[src/verilog/rwc_pkg.sv]
// rwc_pkg: constants for the reset and wake cause flag block
// assumes one system clock; no software-visible registers here
package rwc_pkg;
	// power-on values of the two cause flags
	localparam logic RST_TIMEOUT = 1'h1;
	localparam logic RST_POWERDOWN = 1'h1;
	// low pulse on the reset pin is taken after this many low cycles
	localparam int PIN_LOW_MIN = 1;
	localparam logic [1:0] CNT_ONE = 2'h1;
	// operating mode versus sleep
	typedef enum logic {RWC_RUN, RWC_SLEEP} rwc_mode_t;
endpackage : rwc_pkg

[src/verilog/rwc_edge_if.sv]
// rwc_edge_if: carries the pin pulse detector result to the flag logic
// assumes the detector and the flag logic share i_clk
`timescale 1ns/1ps
`default_nettype none
interface rwc_edge_if;
	logic pulse;
	modport src (output pulse);
	modport dst (input pulse);
endinterface : rwc_edge_if
`default_nettype wire

[src/verilog/rwc_pin_pulse.sv]
// rwc_pin_pulse: finds a high-low-high pulse on the active-low reset pin
// assumes the pin is synchronous to i_clk
`timescale 1ns/1ps
`default_nettype none
module rwc_pin_pulse (
	// clock and reset
	input wire logic i_clk,
	input wire logic i_sys_rst,
	// pin level
	input wire logic i_reset_pin_n,
	// result
	rwc_edge_if.src o_ev
);
	logic seen_low_r;
	logic seen_low_nxt;
	logic pulse_r;
	logic pulse_nxt;

	always_comb begin
		seen_low_nxt = ~i_reset_pin_n;
		// pulse counts on the return high, so a held-low pin fires once
		pulse_nxt = seen_low_r & i_reset_pin_n;
	end

	always_ff @(posedge i_clk or posedge i_sys_rst) begin
		if (i_sys_rst) begin
			seen_low_r <= 1'b0;
			pulse_r <= 1'b0;
		end else begin
			seen_low_r <= seen_low_nxt;
			pulse_r <= pulse_nxt;
		end
	end

	assign o_ev.pulse = pulse_r;
endmodule : rwc_pin_pulse
`default_nettype wire

[src/verilog/rwc_flags.sv]
// rwc_flags: timeout and powerdown cause flags, set by reset and wake events
// assumes event inputs are one-cycle pulses synchronous to i_clk
// i_sys_rst is the power-on reset; other resets are event inputs
`timescale 1ns/1ps
`default_nettype none
module rwc_flags (
	// clock and power-on reset
	input wire logic i_clk,
	input wire logic i_sys_rst,
	// reset and wake sources
	input wire logic i_reset_pin_n,
	input wire logic i_watchdog_timer_timeout,
	input wire logic i_pin_change_wake,
	// instruction strobes
	input wire logic i_watchdog_clear_instr,
	input wire logic i_sleep_instr,
	// cause flags and state
	output logic o_timeout_flag,
	output logic o_powerdown_flag,
	output logic o_sleeping,
	output logic o_core_reset
);
	rwc_edge_if pin_ev ();

	rwc_pin_pulse u_pin (
		.i_clk(i_clk),
		.i_sys_rst(i_sys_rst),
		.i_reset_pin_n(i_reset_pin_n),
		.o_ev(pin_ev)
	);

	logic to_r;
	logic to_nxt;
	logic pd_r;
	logic pd_nxt;
	logic crst_r;
	logic crst_nxt;
	rwc_pkg::rwc_mode_t mode_r;
	rwc_pkg::rwc_mode_t mode_nxt;
	logic pin_rst;

	assign pin_rst = pin_ev.pulse;

	// priority: resets, then wakes, then instructions; events are rare
	// and simultaneous ones resolve toward the reset meaning
	always_comb begin
		to_nxt = to_r;
		pd_nxt = pd_r;
		mode_nxt = mode_r;
		crst_nxt = pin_rst | i_watchdog_timer_timeout;
		unique case (mode_r)
			rwc_pkg::RWC_RUN: begin
				if (pin_rst) begin
					// both flags hold
				end else if (i_watchdog_timer_timeout) begin
					to_nxt = 1'b0;
				end else if (i_sleep_instr) begin
					to_nxt = 1'b1;
					pd_nxt = 1'b0;
					mode_nxt = rwc_pkg::RWC_SLEEP;
				end else if (i_watchdog_clear_instr) begin
					to_nxt = 1'b1;
					pd_nxt = 1'b1;
				end
			end
			rwc_pkg::RWC_SLEEP: begin
				if (pin_rst) begin
					to_nxt = 1'b1;
					pd_nxt = 1'b0;
					mode_nxt = rwc_pkg::RWC_RUN;
				end else if (i_watchdog_timer_timeout) begin
					to_nxt = 1'b0;
					pd_nxt = 1'b0;
					mode_nxt = rwc_pkg::RWC_RUN;
				end else if (i_pin_change_wake) begin
					to_nxt = 1'b1;
					pd_nxt = 1'b0;
					mode_nxt = rwc_pkg::RWC_RUN;
				end
			end
		endcase
	end

	always_ff @(posedge i_clk or posedge i_sys_rst) begin
		if (i_sys_rst) begin
			to_r <= rwc_pkg::RST_TIMEOUT;
			pd_r <= rwc_pkg::RST_POWERDOWN;
			mode_r <= rwc_pkg::RWC_RUN;
			crst_r <= 1'b1;
		end else begin
			to_r <= to_nxt;
			pd_r <= pd_nxt;
			mode_r <= mode_nxt;
			crst_r <= crst_nxt;
		end
	end

	// flags read straight from their flops at all times
	assign o_timeout_flag = to_r;
	assign o_powerdown_flag = pd_r;
	assign o_sleeping = (mode_r == rwc_pkg::RWC_SLEEP);
	assign o_core_reset = crst_r;
endmodule : rwc_flags
`default_nettype wire

[config.mk]
export PLATFORM = sky130hd
export DESIGN_NAME = rwc_flags
export DESIGN_NICKNAME = d
export VERILOG_FILES = /design/src/verilog/rwc_pkg.sv /design/src/verilog/rwc_edge_if.sv /design/src/verilog/rwc_pin_pulse.sv /design/src/verilog/rwc_flags.sv
export SDC_FILE = /design/constraint.sdc
export NUM_CORES = 1
export LEC_CHECK = 0
export BUFFER_PORTS_ARGS = -buffer_cell sky130_fd_sc_hd__buf_4
export CORE_AREA = 2 2 39 41
export CTS_BUF_LIST = sky130_fd_sc_hd__clkbuf_8 sky130_fd_sc_hd__clkbuf_16
export DETAILED_ROUTE_END_ITERATION = 16
export DIE_AREA = 0 0 41 43
export PLACE_DENSITY = 0.41
export SLEW_MARGIN = 20
export SYNTH_ARGS = -nofsm -noshare
export SYNTH_HDL_FRONTEND = slang
export SYNTH_SLANG_ARGS = --single-unit
export TNS_END_PERCENT = 100
[constraint.sdc]
create_clock -name i_clk -period 0.9 [get_ports i_clk]
set_input_delay 0.045 -clock i_clk [delete_from_list [all_inputs] [get_ports i_clk]]
set_output_delay 0.045 -clock i_clk [all_outputs]
set_load 0.01 [all_outputs]
==> metrics.txt <==
Final Cycle Share=109%; Mapped Avg Cell Area=11.4 sq um; Synthesized Nets=31; Min-Delay Path Depth=2; Die ar.=around 1800 sq um; WP data arrival=between 1 and 1.5 ns; Core Area=approximately 1400 sq um; vias post-DR=251; clock transition at the registers of the reported paths=around 0.040 ns; Final Core Density=between 30% and 40%; clk_lat worst skew=0.22 ns; number of port buffers=10; Worst-Margin Slew=around 0.24 ns; r2r worst-path depth=3; Peak VDD IR=767 uV; Req. time, crit path=1.02 ns; fill count=~150; row count=14; static leakage=roughly 0.23 nW; Sink Count=6; Yosys reg bits=6; global-route wire length before repair=1.08 mm; share of cells above drive strength 1=approximately two thirds; synthesis-to-layout area growth=92.2%; Die Wd=41 um; Root Driver=clkbuf_8; initial antenna violation count=0; Initial Util=roughly 20%; H-tree depth=1; max-cap violations=0; Final min period=0.984 ns; setup violators final=6; Initial DRC Count=1; failing checks=setup timing; drt pass-1 iters=2; Fmax=slightly above 1000 MHz; fin. max-slew vios=0; GR Overflow Total=0; CTS Buf Count=3; clk buf depth=2; max_slew headroom=around 84%; Final #Nets=53; ant diodes=0; worst hold slack=approximately 0.016 ns; hold_sp=i_watchdog_timer_timeout; Mapped Cells=24; Total GRT Usage=9.60%; endpoint type of the worst setup path=flop; crit-path max FO=4; FF-to-FF setup slack=-0.08 ns; Cells after DPL=between 50 and 60; Die Span Y=around 43 um; routed wire length=a little over 600 um; placer congestion estimate=about 0.65; Hold Vio Cnt, Final=0; antenna-violating nets left=0; register area=156 sq um; RSZ-0062 raised after global routing=true; Residual DRC=0; reg2reg end=o_powerdown_flag; CTS tree=built; Cell Pwr Density=between 1500 and 2000 nW/um^2; Detailed Place HPWL=~420 um; yosys warns=0; Routed WL per cell=between 10 and 15 um; vias per cell=~4; pin count of the biggest net entering global routing=7; Hold EP=o_timeout_flag; IO Pins=11; Reg2Reg Launch Point=u_pin.o_ev.pulse; area of the multi-input gates=~140 sq um; vias in the first global route=about 280; CP Launch Type=flop; skew final=~0.002 ns; Mapped Area=~270 sq um; Worst Hold Class=primary input to flop; Crit Path Category=flop to flop; final worst slack=-0.0838 ns; outcome=finished, violations left; Seq/Total Area, Yosys=56.4%; fin cells=61; Yosys cell types=16
-- critical path, cell delays in order (launching register included) --
cell	delay, ns
dfrtp_2	0.43
nor4b_4	0.26
o21ai_1	0.12
o311ai_2	0.09
-- cell type report --
class,instances,area share (%)
clock buffers,3,7.88
clock inverters,1,0.716
inverters,3,2.15
multi-input cells,15,27.4
flip-flops and latches,6,29.8
well taps,16,3.82
repair buffers,17,28.2
-- worst max path at each step --
stage / startpoint / to / slack (ns) / cells past startpoint
after global placement: u_pin.o_ev.pulse / o_timeout_flag / -0.11 / 3
final: u_pin.o_ev.pulse / o_powerdown_flag / -0.08 / 3
after global routing: u_pin.o_ev.pulse / o_powerdown_flag / -0.16 / 3
after CTS: u_pin.o_ev.pulse / o_timeout_flag / -0.08 / 3
after detailed placement: u_pin.o_ev.pulse / o_timeout_flag / -0.12 / 3
after floorplan: u_pin.o_ev.pulse / o_powerdown_flag / -0.05 / 3
-- state kept, by name, summed over array words and instances (netlist names) --
| name | flops |
|---|---|
| o_core_reset | 1 |
| o_powerdown_flag | 1 |
| o_sleeping | 1 |
| o_timeout_flag | 1 |
| u_pin.o_ev.pulse | 1 |
| u_pin.seen_low_r | 1 |
-- where the power goes --
part	internal, mW	switching [mW]	total [mW]	leakage [nW]
registers	0.310	0.0240	0.334	0.0664
logic	0.118	0.0693	0.188	0.141
clock network	0.293	0.116	0.409	0.0269
total	0.722	0.209	0.931	0.234
-- layer usage --
layer	track usage [%]	share of wire, %	up-vias
li1	-	-	124
met5	0	0	-
met4	8.00	0	0
met2	14.7	50	10
met3	3.14	9.4	0
met1	9.84	41	117
-- logic make-up (layout without fill, tap and decap cells) --
kind of cell    after synthesis  count (layout)  share of synthesized area [%]
compound gates                4               4                           11.0
buf+inv                       3              24                           4.13
flops                         6               6                           56.4
simple gates                 11              11                           28.4
-- cells in the final DEF, fill, tap and decap left out, types with 2 or more instances in the layout --
cell,count
inv_1,4
buf_6,4
buf_4,11
clkbuf_8,3
dfstp_2,3
nor2_1,2
nor3_2,2
dlygate4sd3_1,2
dfrtp_2,2
-- metrics by stage --
stage          area [sq um]  total power, mW  setup TNS (ns)  worst slack [ns]
4_1_cts                 500            0.925          -0.253           -0.0802
2_1_floorplan           274            0.386          -0.119           -0.0532
6_report                524            0.931          -0.228           -0.0838
3_5_place_dp            392            0.467          -0.297            -0.117
5_1_grt                 524            0.983          -0.470            -0.157
3_3_place_gp            392            0.464          -0.221            -0.112
-- Yosys cell counts --
cell	n	share of area (%)
a211oi_1	1	2.8
a2bb2oi_1	1	3.2
and2_1	1	2.3
dfrtp_1	3	28
dfstp_2	3	29
inv_1	3	4.1
nand2_1	1	1.4
nand2b_1	1	2.3
nand3b_1	1	2.8
nor2_1	2	2.8
nor2b_1	1	2.3
nor3_1	2	3.7
nor4b_4	1	8.7
o21ai_0	1	1.8
o311ai_1	1	3.2
or2_1	1	2.3
-- what timing repair did --
item / 4_1_cts / 5_1_grt
resized for setup: 9 / 4
endpoints found under the hold margin: 7 / 0
setup endpoints to repair: 5 / 7
hold buffers: 2 / 0
buffers inserted: 1 / 1
pin swaps: 5 / 1
Note: power is estimated with default switching activity, not from simulation.
